[src/strap_config_defs.svh]
// Strap reset values, field positions and decode constants
`ifndef STRAP_CONFIG_DEFS_SVH
`define STRAP_CONFIG_DEFS_SVH

// Register values held before the first strap capture
`define PORT2_MANUAL_RST 1'b0
`define PORT2_FD_FLOW_RST 1'b1
`define HOST_BP_RST 1'b1
`define HOST_FD_FLOW_RST 1'b1
`define HOST_MANUAL_RST 1'b0
`define HEARTBEAT_OFF_RST 1'b0

// Soft strap vector field positions
`define SOFT_W 6
`define SOFT_P2_MANUAL 5
`define SOFT_P2_FD_FLOW 4
`define SOFT_HOST_BP 3
`define SOFT_HOST_FD_FLOW 2
`define SOFT_HOST_MANUAL 1
`define SOFT_HEARTBEAT 0

// Flow configuration vector width
`define FLOW_W 9

// Eeprom interface selection codes
`define EEPROM_TYPE_THREE_WIRE 1'b0
`define EEPROM_TYPE_I2C 1'b1
`define EEPROM_SIZE_RST 2'h0

// Management address map
`define PHY_ADDR_W 5
`define PHY_ADDR_BASE_SEL0 5'h00
`define PHY_ADDR_BASE_SEL1 5'h01
`define PHY_ADDR_COUNT 3
`define PHY_ADDR_SEL_RST 1'b0

`endif

[src/strap_config_pkg.sv]
// Types shared by the strap latch and its hard strap decoder
`default_nettype none
package strap_config_pkg;

   typedef enum logic {
      eeprom_three_wire,
      eeprom_i2c
   } eeprom_mode_t;

   typedef struct packed {
      logic port2_manual_flow_strap;
      logic port2_fullduplex_flow_strap;
      logic host_backpressure_strap;
      logic host_fullduplex_flow_strap;
      logic host_manual_flow_strap;
      logic heartbeat_disable_strap;
   } soft_strap_t;

   typedef struct packed {
      logic port2_manual_flow_select;
      logic port2_tx_pause_enable;
      logic port2_rx_pause_enable;
      logic port2_advert_pause;
      logic host_backpressure_enable;
      logic host_tx_pause_enable;
      logic host_rx_pause_enable;
      logic host_manual_flow_select;
      logic heartbeat_off_bit;
   } flow_cfg_t;

   typedef struct packed {
      logic eeprom_type_strap;
      logic [1:0] eeprom_size_strap;
      logic phy_addr_sel_strap;
   } hard_strap_t;

   typedef struct packed {
      eeprom_mode_t eeprom_mode;
      logic [1:0] eeprom_size;
      logic [4:0] vphy_addr;
      logic [4:0] port1_phy_addr;
      logic [4:0] port2_phy_addr;
   } hard_cfg_t;

   typedef struct packed {
      logic tx;
      logic rx;
   } pause_pair_t;

endpackage
`default_nettype wire

[src/strap_config_latch.sv]
// Strap capture, eeprom override and flow control configuration
//
// Summary of operation
// - Port2 strap low: auto flow, advertise pause
// - Port2 strap high: manual flow, no pause advert
// - Host backpressure strap sets backpressure default
// - Host flow strap sets both pause defaults
// - Host manual strap sets host manual select
// - Heartbeat strap sets heartbeat off default
// - Hard straps captured only at resets
// - Eeprom loader never alters hard straps
// - Type strap picks three-wire or i2c
// - Two-bit size strap sets eeprom range
// - Address strap shifts management addresses by one
`include "strap_config_defs.svh"
`default_nettype none
module strap_config_latch (
   input wire logic core_clk,
   input wire logic rst,
   input wire logic external_reset_pin_n,
   input wire strap_config_pkg::soft_strap_t soft_straps,
   input wire strap_config_pkg::hard_strap_t hard_straps,
   input wire logic loader_wr_en,
   input wire strap_config_pkg::flow_cfg_t loader_wr_data,
   input wire strap_config_pkg::flow_cfg_t loader_wr_mask,
   input wire logic loader_done,
   input wire logic sw_wr_en,
   input wire strap_config_pkg::flow_cfg_t sw_wr_data,
   input wire strap_config_pkg::flow_cfg_t sw_wr_mask,
   input wire strap_config_pkg::pause_pair_t port2_autoneg_pause,
   input wire strap_config_pkg::pause_pair_t host_virtual_an_pause,
   output strap_config_pkg::flow_cfg_t flow_cfg,
   output strap_config_pkg::hard_cfg_t hard_cfg,
   output strap_config_pkg::pause_pair_t port2_pause_active,
   output strap_config_pkg::pause_pair_t host_pause_active,
   output logic loader_window_open,
   output logic config_ready
);
   import strap_config_pkg::*;

   typedef enum logic [1:0] {
      st_capture,
      st_load,
      st_run
   } phase_t;

   phase_t phase_reg;
   phase_t phase_next;
   logic capture;
   flow_cfg_t cfg_reg;
   flow_cfg_t cfg_next;
   pause_pair_t port2_pause_reg;
   pause_pair_t host_pause_reg;

   // Merge of masked writes, shared by the loader and software paths
   function automatic flow_cfg_t merge_masked(input flow_cfg_t old_v,
                                              input flow_cfg_t new_v,
                                              input flow_cfg_t mask);
      merge_masked = (old_v & ~mask) | (new_v & mask);
   endfunction

   // Defaults that a given soft strap set produces
   function automatic flow_cfg_t strap_defaults(input soft_strap_t s);
      strap_defaults.port2_manual_flow_select = s.port2_manual_flow_strap;
      strap_defaults.port2_tx_pause_enable = s.port2_fullduplex_flow_strap;
      strap_defaults.port2_rx_pause_enable = s.port2_fullduplex_flow_strap;
      // Pause advertised only when auto flow control is in use
      strap_defaults.port2_advert_pause =
         ~s.port2_manual_flow_strap;
      strap_defaults.host_backpressure_enable =
         s.host_backpressure_strap;
      strap_defaults.host_tx_pause_enable =
         s.host_fullduplex_flow_strap;
      strap_defaults.host_rx_pause_enable =
         s.host_fullduplex_flow_strap;
      strap_defaults.host_manual_flow_select =
         s.host_manual_flow_strap;
      strap_defaults.heartbeat_off_bit =
         s.heartbeat_disable_strap;
   endfunction

   // Manual select takes the enable bits, else the resolved pair
   function automatic pause_pair_t pause_pick(input logic manual,
                                              input logic tx_en,
                                              input logic rx_en,
                                              input pause_pair_t resolved);
      if (manual) begin
         pause_pick.tx = tx_en;
         pause_pick.rx = rx_en;
      end else begin
         pause_pick = resolved;
      end
   endfunction

   // Capture while in the capture phase: first edge after rst release,
   // and every edge that follows one where the external reset pin was seen asserted
   assign capture = (phase_reg == st_capture);

   always_comb begin
      phase_next = phase_reg;
      case (phase_reg)
         st_capture: begin
            if (external_reset_pin_n) begin
               phase_next = st_load;
            end
         end
         st_load: begin
            if (loader_done) begin
               phase_next = st_run;
            end
         end
         st_run: begin
            phase_next = st_run;
         end
         default: begin
            phase_next = st_capture;
         end
      endcase
      if (!external_reset_pin_n) begin
         phase_next = st_capture;
      end
   end

   always_ff @(posedge core_clk or posedge rst) begin
      if (rst) begin
         phase_reg <= st_capture;
      end else begin
         phase_reg <= phase_next;
      end
   end

   // Configuration register: strap default, then loader, then software
   always_comb begin
      cfg_next = cfg_reg;
      case (phase_reg)
         st_capture: begin
            cfg_next = strap_defaults(soft_straps);
         end
         st_load: begin
            if (loader_wr_en) begin
               cfg_next = merge_masked(cfg_reg, loader_wr_data,
                                       loader_wr_mask);
            end
         end
         st_run: begin
            if (sw_wr_en) begin
               cfg_next = merge_masked(cfg_reg, sw_wr_data, sw_wr_mask);
            end
         end
         default: begin
            cfg_next = cfg_reg;
         end
      endcase
   end

   always_ff @(posedge core_clk or posedge rst) begin
      if (rst) begin
         cfg_reg.port2_manual_flow_select <= `PORT2_MANUAL_RST;
         cfg_reg.port2_tx_pause_enable <= `PORT2_FD_FLOW_RST;
         cfg_reg.port2_rx_pause_enable <= `PORT2_FD_FLOW_RST;
         cfg_reg.port2_advert_pause <= ~`PORT2_MANUAL_RST;
         cfg_reg.host_backpressure_enable <= `HOST_BP_RST;
         cfg_reg.host_tx_pause_enable <= `HOST_FD_FLOW_RST;
         cfg_reg.host_rx_pause_enable <= `HOST_FD_FLOW_RST;
         cfg_reg.host_manual_flow_select <= `HOST_MANUAL_RST;
         cfg_reg.heartbeat_off_bit <= `HEARTBEAT_OFF_RST;
      end else begin
         cfg_reg <= cfg_next;
      end
   end

   // Effective pause per port; held off until configuration settles
   always_ff @(posedge core_clk or posedge rst) begin
      if (rst) begin
         port2_pause_reg <= '0;
      end else if (phase_reg != st_run) begin
         port2_pause_reg <= '0;
      end else begin
         port2_pause_reg <= pause_pick(cfg_reg.port2_manual_flow_select,
            cfg_reg.port2_tx_pause_enable, cfg_reg.port2_rx_pause_enable,
            port2_autoneg_pause);
      end
   end

   always_ff @(posedge core_clk or posedge rst) begin
      if (rst) begin
         host_pause_reg <= '0;
      end else if (phase_reg != st_run) begin
         host_pause_reg <= '0;
      end else begin
         host_pause_reg <= pause_pick(cfg_reg.host_manual_flow_select,
            cfg_reg.host_tx_pause_enable, cfg_reg.host_rx_pause_enable,
            host_virtual_an_pause);
      end
   end

   // Loader data never feeds this instance
   hard_strap_decode u_hard (
      .core_clk(core_clk),
      .rst(rst),
      .capture(capture),
      .pins(hard_straps),
      .cfg(hard_cfg)
   );

   assign flow_cfg = cfg_reg;
   assign port2_pause_active = port2_pause_reg;
   assign host_pause_active = host_pause_reg;
   assign loader_window_open = (phase_reg == st_load);
   assign config_ready = (phase_reg == st_run);

endmodule
`default_nettype wire

[src/hard_strap_decode.sv]
// Hard strap latch and decode into direct configuration values
`include "strap_config_defs.svh"
`default_nettype none
module hard_strap_decode (
   input wire logic core_clk,
   input wire logic rst,
   input wire logic capture,
   input wire strap_config_pkg::hard_strap_t pins,
   output strap_config_pkg::hard_cfg_t cfg
);
   import strap_config_pkg::*;

   logic type_reg;
   logic [1:0] size_reg;
   logic [`PHY_ADDR_W-1:0] addr_reg [`PHY_ADDR_COUNT];

   // Pins only sampled on a capture pulse; no eeprom path reaches here
   always_ff @(posedge core_clk or posedge rst) begin
      if (rst) begin
         type_reg <= `EEPROM_TYPE_THREE_WIRE;
         size_reg <= `EEPROM_SIZE_RST;
      end else if (capture) begin
         type_reg <= pins.eeprom_type_strap;
         size_reg <= pins.eeprom_size_strap;
      end
   end

   // Virtual, port 1 and port 2 addresses follow a common base
   genvar i;
   generate
      for (i = 0; i < `PHY_ADDR_COUNT; i++) begin : g_addr
         always_ff @(posedge core_clk or posedge rst) begin
            if (rst) begin
               addr_reg[i] <= `PHY_ADDR_BASE_SEL0 + `PHY_ADDR_W'(i);
            end else if (capture) begin
               addr_reg[i] <= (pins.phy_addr_sel_strap ?
                  `PHY_ADDR_BASE_SEL1 : `PHY_ADDR_BASE_SEL0) +
                  `PHY_ADDR_W'(i);
            end
         end
      end
   endgenerate

   always_comb begin
      cfg.eeprom_mode = (type_reg == `EEPROM_TYPE_I2C) ?
         eeprom_i2c : eeprom_three_wire;
      cfg.eeprom_size = size_reg;
      cfg.vphy_addr = addr_reg[0];
      cfg.port1_phy_addr = addr_reg[1];
      cfg.port2_phy_addr = addr_reg[2];
   end

endmodule
`default_nettype wire

[config.mk]
export PLATFORM = sky130hd
export DESIGN_NAME = strap_config_latch
export DESIGN_NICKNAME = d
export VERILOG_FILES = /design/src/strap_config_pkg.sv /design/src/strap_config_latch.sv /design/src/hard_strap_decode.sv
export VERILOG_INCLUDE_DIRS = /design/src
export SDC_FILE = /design/constraint.sdc
export NUM_CORES = 1
export LEC_CHECK = 0
export ABC_AREA = 1
export BUFFER_PORTS_ARGS = -buffer_cell sky130_fd_sc_hd__buf_2
export CELL_PAD_IN_SITES_DETAIL_PLACEMENT = 2
export CELL_PAD_IN_SITES_GLOBAL_PLACEMENT = 2
export CORE_MARGIN = 10
export CORE_UTILIZATION = 19
export DETAILED_ROUTE_END_ITERATION = 8
export GPL_TIMING_DRIVEN = 1
export PLACE_DENSITY = 0.86
export REMOVE_ABC_BUFFERS = 1
export SLEW_MARGIN = 5
export SYNTH_ARGS = -nofsm -noshare
export SYNTH_HDL_FRONTEND = slang
export SYNTH_HIERARCHICAL = 1
export SYNTH_SLANG_ARGS = --single-unit
[constraint.sdc]
create_clock -name core_clk -period 1.4 [get_ports core_clk]
set_input_delay 0.28 -clock core_clk [delete_from_list [all_inputs] [get_ports core_clk]]
set_output_delay 0.28 -clock core_clk [all_outputs]
set_load 0.01 [all_outputs]
# Yosys cells after proc, flatten, opt, wreduce, memory -nomap -nowiden
# Cells that the tools add are included.
[totals]
regBits = 33
in_bits = 56
elab_cells = 51
output_inout_bits = 33
[classes]
n_eq_ne = 6
muxes = 12
add_sub_neg = 2
bitwise_logic = 9
n_reduce_logical = 3
[op_table]
columns = ["cell", "n"]
rows = [
  ["bitwise AND 9 bit", 4],
  ["one-hot mux 9 bit (3 select lines)", 1],
  ["2-to-1 mux 9 bit", 2],
  ["NOT 9 bit", 2],
  ["OR 9 bit", 2],
  ["2-to-1 mux 2 bit", 6],
  ["!= test 2 bit (second input constant)", 3],
  ["one-hot mux 2 bit (3 select lines)", 1],
  ["adder 5 x 1 -> 5 bit (second input constant)", 1],
  ["adder 5 x 2 -> 5 bit (second input constant)", 1],
  ["!= test 3 bit (second input constant)", 1],
  ["AND reduction 3 bit", 1],
  ["nonzero test 3 bit", 1],
  ["equality test 2 x 1 -> 1 bit (second input constant)", 1],
  ["equality test 2 bit (second input constant)", 1],
  ["logical NOT 2 bit", 1],
  ["2-to-1 mux 1 bit", 2],
  ["NOT 1 bit", 1],
]

# Depth between registers and ports, before layout
[logic_depth]
depth_word = 5
depth_mapped = 8
depth_no_buf = 7

# Modules after synthesis
# Netlist, hierarchy kept.
[by_module_without_submodules]
columns = ["mod", "instances", "area_each_um2", "cells_per_inst"]
rows = [
  ["strap_config_latch", 1, 1172.4, 189],
  ["hard_strap_decode", 1, 306.5, 39],
]

# Least setup slack after synthesis
# Ideal clock, no wire load.
[synth_path]
path_type = "register to register"
start = "reg phase_reg[0]"
end = "reg cfg_reg, in the netlist flow_cfg[0]"
required_ps = 1284
slack_ps = 44
arrival_time_ps = 1239
path_stages_with_launch = 8
cell_sequence = "dfrtp_1 > inv_1 > ha_1 > clkbuf_2 > buf_2 > nand3_1 > nand2_1 > nand2_1"
[synth_between]
elab_chain_cells = 3
word_cells_on_any_way = 8
classes_between = "4 x eq/ne; 1 x mux; 3 x reduce/logical"
[synth_lines]
columns = ["element", "line", "source"]
rows = [
  ["from (decl)", "strap_config_latch.sv:47", "phase_t phase_reg;"],
  ["from (signal assigned)", "strap_config_latch.sv:126", "phase_reg <= st_capture;"],
  ["from (signal assigned)", "strap_config_latch.sv:128", "phase_reg <= phase_next;"],
  ["equality test 2 bit (tied with other cells)", "strap_config_latch.sv:135", "case (phase_reg)"],
  ["!= test 2 bit (no line) / nonzero test 3 bit (equally long branches)", "-", ""],
  ["AND reduction 3 bit (no line)", "-", ""],
  ["to (signal assigned)", "strap_config_latch.sv:168", "cfg_reg <= cfg_next;"],
  ["to (decl)", "strap_config_latch.sv:50", "flow_cfg_t cfg_reg;"],
]
# Parallel ways exist; a longest one is shown, timed or not.
# A chain may end at the register's enable or synchronous reset.

# Worst setup path in the final report
[layout_path]
start = "reg phase_reg[0]"
end = "out config_ready"
[layout_between]
elab_chain_cells = 1
[layout_lines]
columns = ["element", "line", "source"]
rows = [
  ["equality test 2 bit", "strap_config_latch.sv:210", "assign config_ready = (phase_reg == st_run);"],
  ["to (decl)", "strap_config_latch.sv:37", "output logic config_ready"],
]
# No other way between the ends.

==> results.sh <==
export IMPL_grt_util_all_layers_pct=9.91
export IMPL_synthMuxAreaShare_pct=0
export IMPL_grt_pass1_vias=1986
export IMPL_synth_top_family_by_area="simple AND/OR/NAND/NOR gates"
export IMPL_cts_sinks=20
export IMPL_wirelength_mm=6.02
export IMPL_finalHoldViolations=0
export IMPL_critPathLaunchType="flop"
export IMPL_initial_core_util_pct=19.3
export IMPL_die_area_mm2=0.0117
export IMPL_clk_latency_ns=0.26
export IMPL_drv_slew=0
export IMPL_area_delta_synth_final_pct=52.5
export IMPL_critical_path_class="reg -> out"
export IMPL_p_per_area_mw_per_mm2=2060
export IMPL_ys_ff_latch=20
export IMPL_cp_max_fo=4
export IMPL_final_cell_mix="75 x nand2_1, 75 x buf_2, 43 x inv_1"
export IMPL_crit_required_ns=1.12
export IMPL_slowest_stage="dfrtp_1"
export IMPL_mappedNetlistArea_mm2=0.00148
export IMPL_pwr_share_clk_pct=8.5
export IMPL_fin_cells=418
export IMPL_hold_path_class="in -> reg"
export IMPL_synthAdderAreaFrac_pct=5.92
export IMPL_ys_types=17
export IMPL_crit_top_cell="buf_6"
export IMPL_grt_pass1_wl_mm=9.45
export IMPL_ys_warn_count=6
export IMPL_io_buffers=77
export IMPL_nets=379
export IMPL_ys_seq_area_share_pct=34.4
export IMPL_dr_pass1_iters=4
export IMPL_cp_slowest_stage_delay_ns=0.42
export IMPL_finalClockSkew_ns=0.000580
export IMPL_pre_cts_slack_ns=-0.146
export IMPL_drc=0
export IMPL_dp_hpwl_mm=4.91
export IMPL_antenna_left=0
export IMPL_pin_count=89
export IMPL_cp_cell_sequence="inv_2 -> ha_4 -> buf_6 -> buf_6"
export IMPL_core_mm2=0.00765
export IMPL_fp_dieH_um=108
export IMPL_irDropWorstVdd_mv=0.420
export IMPL_syn_inst=228
export IMPL_viasPerCell=3.97
export IMPL_clkTransAtPathRegs_ns=0.07
export IMPL_root_buffer="clkbuf_8"
export IMPL_tightest_slew_ns=0.623
export IMPL_endpoint_kind="output pin"
export IMPL_fmax_mhz=685
export IMPL_path_delay_family="flip-flops"
export IMPL_placed_cells=404
export IMPL_power_switching_share_pct=47.0
export IMPL_drv_cap=0
export IMPL_synth_xor_area_share_pct=0
export IMPL_internal_power_mw=2.46
export IMPL_finalWeightedCongestion=0.789
export IMPL_dr_first_iter_drc_count=27
export IMPL_cts_htree_levels=1
export IMPL_largest_register_ffs=9
export IMPL_dieWidth_um=108
export IMPL_synth_compound_area_share_pct=8.63
export IMPL_pwr_share_seq_pct=25.1
export IMPL_rsz0062_at_grt="yes"
export IMPL_antenna_found_initial=1
export IMPL_grt_max_degree=16
export IMPL_fin_crit_sh_pct=104
export IMPL_relSlewSlack_pct=58.4
export IMPL_fin_crit_ns=1.46
export IMPL_syn_avg_cell_area_um2=6.49
export IMPL_cts_made_buffers=3
export IMPL_regArea_um2=510
export IMPL_status="complete, but fails checks"
export IMPL_rows=32
export IMPL_synth_simple_area_share_pct=29.4
export IMPL_failed_checks="setup timing"
export IMPL_p_sw_mw=2.18
export IMPL_cts_tree="done"
export IMPL_setup_viol=9
export IMPL_p_comb_share_pct=66.3
export IMPL_fill_cells=934
export IMPL_worstPathArrival_ns=1.18
export IMPL_cts_buffer_depth=2
export IMPL_layout_drive_gt1_share_pct=41.9
export IMPL_gr_total_overflow=0
export IMPL_wire_per_inst_um=14.4
export IMPL_setup_ws_ns=-0.0606
export IMPL_via_count=1659
export IMPL_multiInputGateArea_um2=857
export IMPL_leakage_nw=1.29
export IMPL_crit_buf_inv=3
Yosys cell counts, drive strengths merged:
cell type / number / area [um^2]
buf: 18 / 134
inv: 46 / 173
a21oi: 10 / 57.6
dfstp: 7 / 184
nand2: 81 / 307
ha: 7 / 87.6
dfrtp: 13 / 325
clkbuf: 1 / 5.00
nand3: 16 / 80.1
o21ai: 14 / 70.1
nor2: 13 / 48.8
conb: 2 / 7.51
repair_timing:
| item | CTS | global route |
|---|---|---|
| endpoints found under the setup margin | 12 | 13 |
| resized for setup | 15 | 30 |
| hold buffers | 1 | 0 |
| cloned | 0 | 1 |
| setup buffers | 5 | 2 |
| endpoints found under the hold margin | 4 | 0 |
| pin swaps | 1 | 6 |
per-stage QoR:
stage | total power, mW | util (%) | setup TNS [ns] | area (um^2) | hold WS (ns)
2_1_floorplan | 2.47 | - | 0 | 1370 | 0.0578
3_3_place_gp | 3.38 | 25.4 | -0.0838 | 1940 | 0.200
5_1_grt | 5.16 | 29.5 | -1.22 | 2250 | 0.229
3_5_place_dp | 3.52 | 25.4 | -0.968 | 1940 | 0.212
6_report | 4.64 | 29.5 | -0.321 | 2250 | 0.225
4_1_cts | 4.17 | 27.2 | -0.135 | 2080 | 0.220
kinds of logic after synthesis:
| logic type | count (synthesis) |
|---|---|
| buf+inv | 65 |
| fa+ha+maj | 7 |
| simple gates | 110 |
| other cells | 2 |
| flops | 20 |
| compound gates | 24 |
worst register-to-register path, stage by stage (launching register included):
cell and delay, ns:
dfrtp_1 0.43, buf_6 0.16, ha_2 0.19, a21oi_4 0.18
nand2_4 0.17, nor2_4 0.17, nand2_2 0.06, nand2_1 0.05
final cells by class:
type,instances,area share (%)
tap,102,5.66
timing repair buffer,92,23.8
clock buffer,4,2.00
sequential,20,22.6
antenna,1,0.111
inverter,46,7.77
multi-input combinational,153,38.0
path summary, 6_finish.rpt:
| path | startpoint | to | slack [ns] | cells past startpoint |
|---|---|---|---|---|
| max in group asynchronous | rst | phase_reg[1] | 0.30 | 3 |
| worst max register to register | phase_reg[0] | flow_cfg[5] | -0.06 | 7 |
| worst min-delay path | hard_straps[1] | u_hard/size_reg[0] | 0.22 | 3 |
| worst min register to register | u_hard/cfg[5] | u_hard/cfg[5] | 0.47 | 2 |
| min in group asynchronous | rst | u_hard/cfg[0] | 0.48 | 3 |
| worst max-delay path | phase_reg[0] | config_ready | -0.06 | 4 |
metal layers:
metal  up-vias  track usage, %  part of all wire (%)
met5         -               0                     0
met1       779            10.2                    38
met4         0            1.34                     0
met3         0            4.16                   8.2
li1        828               -                     -
met2        52            18.6                    54
power by group through the flow:
stage	Combinational (mW)	Clock [mW]	Sequential, mW
2_1_floorplan	1.22	0	1.25
3_3_place_gp	2.23	0	1.15
3_5_place_dp	2.36	0	1.16
4_1_cts	2.58	0.426	1.17
5_1_grt	3.49	0.452	1.22
6_report	3.08	0.397	1.17
No activity file was read; power rests on OpenSTA's default activity.
